`src/logic/basic_up_timer_pkg.sv`:
```
package basic_up_timer_pkg;

  // ****************************************************************
  // bus geometry
  // ****************************************************************
  localparam int unsigned ADDR_W = 8;   // byte address width of the register port
  localparam int unsigned DATA_W = 16;  // every register is one halfword

  // ****************************************************************
  // register byte offsets
  // ****************************************************************
  localparam logic [ADDR_W-1:0] OFS_CONTROL_ONE = 8'h00;  // timer_control_one
  localparam logic [ADDR_W-1:0] OFS_CONTROL_TWO = 8'h04;  // timer_control_two
  localparam logic [ADDR_W-1:0] OFS_DMA_IRQ_EN = 8'h0c;   // dma_irq_enable
  localparam logic [ADDR_W-1:0] OFS_FLAGS = 8'h10;        // timer_flags
  localparam logic [ADDR_W-1:0] OFS_EVENT_GEN = 8'h14;    // event_generate
  localparam logic [ADDR_W-1:0] OFS_IRQ_STATUS = 8'h18;   // sticky events, read clears
  localparam logic [ADDR_W-1:0] OFS_IRQ_MASK = 8'h1c;     // mask, same layout
  localparam logic [ADDR_W-1:0] OFS_COUNT = 8'h24;        // count_value
  localparam logic [ADDR_W-1:0] OFS_DIVIDER = 8'h28;      // clock_divider
  localparam logic [ADDR_W-1:0] OFS_WRAP = 8'h2c;         // wrap_limit

  // ****************************************************************
  // field positions
  // ****************************************************************
  localparam int unsigned BIT_COUNTER_ENABLE = 0;   // timer_control_one
  localparam int unsigned BIT_UPDATE_DISABLE = 1;
  localparam int unsigned BIT_UPDATE_SOURCE = 2;
  localparam int unsigned BIT_SINGLE_PULSE = 3;
  localparam int unsigned BIT_RELOAD_BUFFER = 7;
  localparam int unsigned MMS_LSB = 4;              // timer_control_two, bits 6:4
  localparam int unsigned MMS_MSB = 6;
  localparam int unsigned BIT_UPDATE_IRQ_EN = 0;    // dma_irq_enable
  localparam int unsigned BIT_UPDATE_DMA_EN = 8;
  localparam int unsigned BIT_UPDATE_FLAG = 0;      // timer_flags
  localparam int unsigned BIT_UPDATE_GENERATE = 0;  // event_generate
  localparam int unsigned IRQ_W = 2;                // irq status / mask width
  localparam int unsigned EVT_UPDATE = 0;           // update request taken
  localparam int unsigned EVT_WRAP = 1;             // counter wrapped to zero

  // ****************************************************************
  // reset values
  // ****************************************************************
  localparam logic [DATA_W-1:0] RST_ZERO = 16'h0000;  // all registers clear
  localparam logic [IRQ_W-1:0] RST_IRQ = 2'h0;

  // ****************************************************************
  // master output select codes
  // ****************************************************************
  localparam logic [2:0] MMS_RESET = 3'h0;   // software update generate pulse
  localparam logic [2:0] MMS_ENABLE = 3'h1;  // counter enable level
  localparam logic [2:0] MMS_UPDATE = 3'h2;  // update event pulse

endpackage : basic_up_timer_pkg

```
`src/logic/basic_up_timer.sv`:
```
// Local design decision: the strobed register port.
`timescale 1ns/100ps
module basic_up_timer import basic_up_timer_pkg::*; #(
  parameter int unsigned W = 16  // counter, limit and divider width
) (
  // clock and reset
  input wire logic clk,
  input wire logic rst_n,
  // register port
  input wire logic [ADDR_W-1:0] reg_addr,
  input wire logic [DATA_W-1:0] reg_wdata,
  input wire logic reg_write,
  input wire logic reg_read,
  output logic [DATA_W-1:0] reg_rdata,
  // slave mode controller
  input wire logic slave_update,
  input wire logic trigger_start,
  // event outputs
  output logic irq,
  output logic dma_request,
  output logic trigger_output
);

  // ****************************************************************
  // control and state registers
  // ****************************************************************
  logic counter_enable_q;       // counting runs while set
  logic update_disable_q;       // blocks every update event
  logic update_request_source_q;  // only wraps request irq or dma
  logic single_pulse_enable_q;  // stop at next update
  logic reload_buffer_enable_q;  // limit goes through shadow
  logic [2:0] master_output_select_q;  // trigger source choice
  logic update_irq_enable_q;    // gates the update interrupt
  logic update_dma_enable_q;    // gates the update dma request
  logic update_flag_q;          // sticky update flag
  logic [W-1:0] count_value_q;  // the counter itself
  logic [W-1:0] div_count_q;    // divider position
  logic [W-1:0] divider_buf_q;  // software copy of the divider
  logic [W-1:0] divider_act_q;  // copy that the divider uses
  logic [W-1:0] wrap_buf_q;     // software copy of the limit
  logic [W-1:0] wrap_shadow_q;  // copy loaded on update
  logic [IRQ_W-1:0] irq_status_q;  // sticky events
  logic [IRQ_W-1:0] irq_mask_q;    // event mask

  // ****************************************************************
  // address decode
  // ****************************************************************
  logic wr_ctrl1, wr_ctrl2, wr_dien, wr_flags, wr_ceg;  // per-register write strobes
  logic wr_mask, wr_count, wr_div, wr_wrap, rd_irq_status;  // status read clears

  // one strobe per offset; unmapped writes fall through to nothing
  assign wr_ctrl1 = reg_write && (reg_addr == OFS_CONTROL_ONE);
  assign wr_ctrl2 = reg_write && (reg_addr == OFS_CONTROL_TWO);
  assign wr_dien = reg_write && (reg_addr == OFS_DMA_IRQ_EN);
  assign wr_flags = reg_write && (reg_addr == OFS_FLAGS);
  assign wr_ceg = reg_write && (reg_addr == OFS_EVENT_GEN);
  assign wr_mask = reg_write && (reg_addr == OFS_IRQ_MASK);
  assign wr_count = reg_write && (reg_addr == OFS_COUNT);
  assign wr_div = reg_write && (reg_addr == OFS_DIVIDER);
  assign wr_wrap = reg_write && (reg_addr == OFS_WRAP);
  assign rd_irq_status = reg_read && (reg_addr == OFS_IRQ_STATUS);

  // ****************************************************************
  // timebase combinational terms
  // ****************************************************************
  logic [W-1:0] wrap_eff;   // limit compared against the count
  logic tick;               // divided clock pulse
  logic wrap;               // count meets the limit on a tick
  logic ug_fire;            // software update generate
  logic update_event;       // update that reaches the shadows
  logic reinit;             // counter and divider restart
  logic update_req;         // update allowed to raise irq or dma

  // without buffering the written limit acts at once
  assign wrap_eff = reload_buffer_enable_q ? wrap_shadow_q : wrap_buf_q;
  // the divider only runs while the counter is enabled
  assign tick = counter_enable_q && (div_count_q == divider_act_q);
  assign wrap = tick && (count_value_q == wrap_eff);
  assign ug_fire = wr_ceg && reg_wdata[BIT_UPDATE_GENERATE];
  // update disable masks all three sources
  assign update_event = !update_disable_q && (wrap || ug_fire || slave_update);
  assign reinit = !update_disable_q && (ug_fire || slave_update);
  // source select keeps generate and slave updates quiet
  assign update_req = update_event && (!update_request_source_q || wrap);

  // ****************************************************************
  // control register one
  // ****************************************************************
  // counter enable: a hardware start wins over any clear in the same cycle
  always_ff @(posedge clk) begin
    if (!rst_n) begin
      counter_enable_q <= 1'b0;
    end else if (trigger_start) begin
      counter_enable_q <= 1'b1;
    end else if (wr_ctrl1) begin
      counter_enable_q <= reg_wdata[BIT_COUNTER_ENABLE];
    end else if (update_event && single_pulse_enable_q) begin
      counter_enable_q <= 1'b0;
    end
  end

  // remaining mode bits are plain storage
  always_ff @(posedge clk) begin
    if (!rst_n) begin
      update_disable_q <= 1'b0;
      update_request_source_q <= 1'b0;
      single_pulse_enable_q <= 1'b0;
      reload_buffer_enable_q <= 1'b0;
    end else if (wr_ctrl1) begin
      update_disable_q <= reg_wdata[BIT_UPDATE_DISABLE];
      update_request_source_q <= reg_wdata[BIT_UPDATE_SOURCE];
      single_pulse_enable_q <= reg_wdata[BIT_SINGLE_PULSE];
      reload_buffer_enable_q <= reg_wdata[BIT_RELOAD_BUFFER];
    end
  end

  // ****************************************************************
  // control register two and enables
  // ****************************************************************
  // master output select
  always_ff @(posedge clk) begin
    if (!rst_n) begin
      master_output_select_q <= MMS_RESET;
    end else if (wr_ctrl2) begin
      master_output_select_q <= reg_wdata[MMS_MSB:MMS_LSB];
    end
  end

  // dma and interrupt enables
  always_ff @(posedge clk) begin
    if (!rst_n) begin
      update_irq_enable_q <= 1'b0;
      update_dma_enable_q <= 1'b0;
    end else if (wr_dien) begin
      update_irq_enable_q <= reg_wdata[BIT_UPDATE_IRQ_EN];
      update_dma_enable_q <= reg_wdata[BIT_UPDATE_DMA_EN];
    end
  end

  // ****************************************************************
  // update flag
  // ****************************************************************
  // writing one leaves the flag alone; a new update request beats the clear
  always_ff @(posedge clk) begin
    if (!rst_n) begin
      update_flag_q <= 1'b0;
    end else if (update_req) begin
      update_flag_q <= 1'b1;
    end else if (wr_flags && !reg_wdata[BIT_UPDATE_FLAG]) begin
      update_flag_q <= 1'b0;
    end
  end

  // ****************************************************************
  // divider and counter
  // ****************************************************************
  // divider counts 0..divider_act, so the ratio is divider_act + 1
  always_ff @(posedge clk) begin
    if (!rst_n) begin
      div_count_q <= RST_ZERO[W-1:0];
    end else if (reinit) begin
      div_count_q <= RST_ZERO[W-1:0];
    end else if (tick) begin
      div_count_q <= RST_ZERO[W-1:0];
    end else if (counter_enable_q) begin
      div_count_q <= W'(div_count_q + 1'b1);
    end
  end

  // counter: reinit first, then software load, then a divided step
  always_ff @(posedge clk) begin
    if (!rst_n) begin
      count_value_q <= RST_ZERO[W-1:0];
    end else if (reinit) begin
      count_value_q <= RST_ZERO[W-1:0];
    end else if (wr_count) begin
      count_value_q <= reg_wdata[W-1:0];
    end else if (wrap) begin
      count_value_q <= RST_ZERO[W-1:0];
    end else if (tick) begin
      count_value_q <= W'(count_value_q + 1'b1);
    end
  end

  // ****************************************************************
  // buffered divider and limit
  // ****************************************************************
  // writes land in the buffers; the divider never changes mid-period
  always_ff @(posedge clk) begin
    if (!rst_n) begin
      divider_buf_q <= RST_ZERO[W-1:0];
      wrap_buf_q <= RST_ZERO[W-1:0];
    end else begin
      if (wr_div) begin
        divider_buf_q <= reg_wdata[W-1:0];
      end
      if (wr_wrap) begin
        wrap_buf_q <= reg_wdata[W-1:0];
      end
    end
  end

  // active copies follow the buffers only on an update event
  always_ff @(posedge clk) begin
    if (!rst_n) begin
      divider_act_q <= RST_ZERO[W-1:0];
      wrap_shadow_q <= RST_ZERO[W-1:0];
    end else if (update_event) begin
      divider_act_q <= divider_buf_q;
      wrap_shadow_q <= wrap_buf_q;
    end
  end

  // ****************************************************************
  // interrupt status and mask
  // ****************************************************************
  // read clears, but an event in the read cycle survives
  always_ff @(posedge clk) begin
    if (!rst_n) begin
      irq_status_q <= RST_IRQ;
    end else begin
      irq_status_q <= (rd_irq_status ? RST_IRQ : irq_status_q)
                      | {wrap, update_req && update_irq_enable_q};
    end
  end

  // mask register
  always_ff @(posedge clk) begin
    if (!rst_n) begin
      irq_mask_q <= RST_IRQ;
    end else if (wr_mask) begin
      irq_mask_q <= reg_wdata[IRQ_W-1:0];
    end
  end

  // level interrupt while any unmasked event is pending
  assign irq = |(irq_status_q & irq_mask_q);

  // ****************************************************************
  // dma request and trigger output
  // ****************************************************************
  // one-cycle dma pulse per accepted update request
  always_ff @(posedge clk) begin
    if (!rst_n) begin
      dma_request <= 1'b0;
    end else begin
      dma_request <= update_req && update_dma_enable_q;
    end
  end

  // trigger for the converter and cascaded timers
  always_ff @(posedge clk) begin
    if (!rst_n) begin
      trigger_output <= 1'b0;
    end else begin
      unique case (master_output_select_q)
        MMS_RESET: trigger_output <= ug_fire;
        MMS_ENABLE: trigger_output <= counter_enable_q;
        MMS_UPDATE: trigger_output <= update_event;
        default: trigger_output <= 1'b0;  // compare modes absent here
      endcase
    end
  end

  // ****************************************************************
  // read path
  // ****************************************************************
  // data stands only in the cycle after the strobe; unmapped read zero
  always_ff @(posedge clk) begin
    reg_rdata <= RST_ZERO;  // idle and reset value
    if (rst_n && reg_read) begin
      case (reg_addr)
        OFS_CONTROL_ONE: begin
          reg_rdata[BIT_COUNTER_ENABLE] <= counter_enable_q;
          reg_rdata[BIT_UPDATE_DISABLE] <= update_disable_q;
          reg_rdata[BIT_UPDATE_SOURCE] <= update_request_source_q;
          reg_rdata[BIT_SINGLE_PULSE] <= single_pulse_enable_q;
          reg_rdata[BIT_RELOAD_BUFFER] <= reload_buffer_enable_q;
        end
        OFS_CONTROL_TWO: reg_rdata[MMS_MSB:MMS_LSB] <= master_output_select_q;
        OFS_DMA_IRQ_EN: begin
          reg_rdata[BIT_UPDATE_IRQ_EN] <= update_irq_enable_q;
          reg_rdata[BIT_UPDATE_DMA_EN] <= update_dma_enable_q;
        end
        OFS_FLAGS: reg_rdata[BIT_UPDATE_FLAG] <= update_flag_q;
        OFS_IRQ_STATUS: reg_rdata[IRQ_W-1:0] <= irq_status_q;
        OFS_IRQ_MASK: reg_rdata[IRQ_W-1:0] <= irq_mask_q;
        OFS_COUNT: reg_rdata[W-1:0] <= count_value_q;
        OFS_DIVIDER: reg_rdata[W-1:0] <= divider_buf_q;
        OFS_WRAP: reg_rdata[W-1:0] <= wrap_buf_q;
        default: reg_rdata <= RST_ZERO;  // event_generate and holes
      endcase
    end
  end
endmodule : basic_up_timer

```
`config.mk`:
```
export PLATFORM = sky130hd
export DESIGN_NAME = basic_up_timer
export DESIGN_NICKNAME = d
export VERILOG_FILES = /design/src/logic/basic_up_timer_pkg.sv /design/src/logic/basic_up_timer.sv
export SDC_FILE = /design/constraint.sdc
export NUM_CORES = 1
export LEC_CHECK = 0
export ABC_AREA = 1
export BUFFER_PORTS_ARGS = -buffer_cell sky130_fd_sc_hd__buf_2
export CORE_ASPECT_RATIO = 1.4
export CORE_MARGIN = 5
export CORE_UTILIZATION = 55
export DETAILED_ROUTE_END_ITERATION = 8
export PLACE_DENSITY = 0.83
export REMOVE_ABC_BUFFERS = 1
export SYNTH_ARGS = -nofsm -noshare
export SYNTH_HDL_FRONTEND = slang
export SYNTH_SLANG_ARGS = --single-unit
export TNS_END_PERCENT = 100
```
`constraint.sdc`:
```
create_clock -name clk -period 4.8 [get_ports clk]
set_input_delay 0.48 -clock clk [delete_from_list [all_inputs] [get_ports clk]]
set_output_delay 0.48 -clock clk [all_outputs]
set_load 0.02 [all_outputs]
```
==> summary.txt <==
cell depth of the worst hold path -> 3
# nets final -> 1041
HP Class -> in2reg
hpwl dp -> 13.2 mm
Ports -> 49
CP Cell Sequence -> inv_2 > nand2_1 > nand3_1 > nand2_1 > nand2_1 > nor2_1 > nand2_1 > nor2_4 > nand3_4 > nand2_4 > nand2_1 > nand2_1 > a21oi_1
final cell count without fillers -> 1169
number of endpoints failing setup at the final stage -> 0
Design Area, Final -> 0.00755 mm^2
clk slew on worst S/H paths -> 60 ps
Stages on worst setup path -> 13
Worst Path Required -> 5080 ps
CP max stage cell -> dfxtp_1
post-route ant nets -> 0
register area share after synthesis -> 39.1%
startpoint of the worst-slack reg-to-reg timing path -> reload_buffer_enable_q$_SDFFE_PN0P_
synth warn -> 0
global router's overall resource usage -> 28.0%
max_slew headroom -> 25.0%
share of cells above drive strength 1 -> 10.4%
register area -> 0.00258 mm^2
area delta synth->final -> 14.2%
TritonRoute pass-1 iters -> 6
vias per cell -> 5.89
vias after detailed routing -> 6880
initial antenna violation count -> 0
Synth Area per Inst -> 6.74 um^2
grt ovf -> 0
CTS tree -> built
Starting DRT DRC Count -> 675
PostCTS Resize Cnt -> 0
max-cap viol count -> 0
Worst Clk Skew -> 9.69 ps
Fillers -> 1000
critical path's most frequent cell -> nand2_1
clk sinks -> 129
Critical Path AT -> 3600 ps
die height -> 140 um
final wirelength -> 19.3 mm
Yosys cell types -> 41
Antenna Cells -> 0
hold slack -> 357 ps
final core utilization -> 63.9%
H-tree lvl count -> 4
RSZ-0062 raised after global routing -> false
min Tclk post-route -> 3320 ps
Worst path top cell family by delay -> simple AND/OR/NAND/NOR gates
CTS Buf Count -> 17
setup tns final -> 0 ps
Worst Setup Path Type -> reg2reg
first-pass GRT wire length -> 31.9 mm
CTS Buffer Depth -> 2
Worst Slack Setup Final -> 1480 ps
clock latency on the worst-skew pair -> 420 ps
drt wl/cell -> 16.6 um
commonest non-fill, non-tap cells in the layout -> nand2_1 (227), dfxtp_1 (129), inv_1 (127), nand3_1 (94), a21oi_1 (93)
Multi-input gate area -> 0.00329 mm^2
crit path launch type -> flop
Rows -> 47
VDD IR max -> 0.000203 V
Worst Setup SP -> reload_buffer_enable_q$_SDFFE_PN0P_
Clock Tree Root -> clkbuf_16
Core ar. -> 0.0118 mm^2
Tightest Pin Transition -> 1120 ps
Placement Cell Area -> 0.00686 mm^2
CP max FO -> 35
Post-CTS Hold Fix Bufs -> 0
PD cells -> 362 mW/mm^2
CP max stage delay -> 1070 ps
Hold Vio Cnt, Final -> 0
initial core utilization -> 55.9%
Placed Cells -> 1137
Die Area -> 0.0143 mm^2
fmax -> 0.301 GHz
commonest non-fill, non-tap cell in the layout -> nand2_1
vias in the first global route -> 6705
fin crit share -> 69.1%
Post-Syn Area -> 0.00661 mm^2
Setup WS pre-CTS -> 1630 ps
largest net degree at the start of global routing -> 44
Final Power -> 2.73 mW
Post-CTS Repair Setup Buffers -> 0
final max-slew violation count -> 0
Mapped Cells -> 980
r2r worst-path depth -> 13
CP Capture Type -> flop
CP bufs+invs -> 1
#FFs+latches synth -> 129
DRC -> 0
status -> completed
Die W -> 103 um
HP Start -> reg_wdata[3]
Leak -> 3.02 nW
RePlAce Congestion -> 0.947
port buffer count -> 48
## Yosys cell counts (all sizes together)
library cell	instances	area (um^2)
nand2	232	888
inv	136	510
dfxtp	129	2580
nand3	95	488
a21oi	93	465
nor2	75	294
o21ai	51	255
nand4	30	188
clkbuf	23	86.3
xor2	22	193
buf	21	135
nor3	16	95.1
o22ai	13	81.3
o211ai	8	60.1
a31oi	7	50.1
a221oi	6	52.6
a41oi	4	35.0
o221ai	4	35.0
and2	2	12.5
ha	2	25.0
nor3b	2	15.0
nor4	2	12.5
or2	2	12.5
a211oi	1	7.51
clkinv	1	3.75
o21a	1	7.51
o21bai	1	7.51
xnor2	1	8.76
## final timing paths
path | to | slack, ps
max | counter_enable_q$_SDFFE_PN0P_ | 1480
min | single_pulse_enable_q$_SDFFE_PN0P_ | 360
max reg2reg | counter_enable_q$_SDFFE_PN0P_ | 1480
min reg2reg | wrap_shadow_q[3]$_SDFFE_PN0P_ | 460
## flip-flops by register name, indices dropped and copies added, names as in the netlist
| signal | count |
|---|---|
| divider_act_q | 16 |
| irq_status_q | 2 |
| single_pulse_enable_q | 1 |
| update_dma_enable_q | 1 |
| update_flag_q | 1 |
| divider_buf_q | 16 |
| trigger_output | 1 |
| update_irq_enable_q | 1 |
| reg_rdata | 16 |
| count_value_q | 16 |
| update_disable_q | 1 |
| div_count_q | 16 |
| irq_mask_q | 2 |
| dma_request | 1 |
| wrap_buf_q | 16 |
| update_request_source_q | 1 |
| master_output_select_q | 3 |
| reload_buffer_enable_q | 1 |
| counter_enable_q | 1 |
| wrap_shadow_q | 16 |
## layer usage
layer	vias up	GRT usage [%]	part of all wire, %
met5	-	0	0
met3	83	5.76	8.9
li1	3284	-	-
met2	371	46.5	50
met4	0	16.0	4.7
met1	3142	32.6	37
## power by group
group	switching, mW	total, mW	internal [mW]	leakage [nW]
Clock	0.475	1.53	1.05	0.338
Sequential	0.00448	1.08	1.08	1.04
Combinational	0.0981	0.126	0.0282	1.64
## cell families after synthesis
group,count (synthesis),synth area share (%)
flops,129,39.1
buf+inv,181,11.1
fa+ha+maj,2,0.379
compound gates,189,16.0
simple gates,456,30.4
xor+xnor,23,3.05
## worst register-to-register path, cell delays in order, from the launching register on
cell	delay (ps)
dfxtp_1	1070
inv_2	270
nand2_1	190
nand3_1	90
nand2_1	80
nand2_1	50
nor2_1	100
nand2_1	90
nor2_4	120
nand3_4	370
nand2_4	480
nand2_1	120
nand2_1	90
a21oi_1	60
## final cells by class
class                      instances  share of cell area, %
clock buffer                      22                   6.15
inverter                         137                   6.81
multi-input combinational        670                   43.6
timing repair buffer              54                   3.78
tap                              147                   2.44
sequential                       129                   34.2
clock inverter                    10                   3.03
Note: power is estimated with default switching activity, not from simulation.
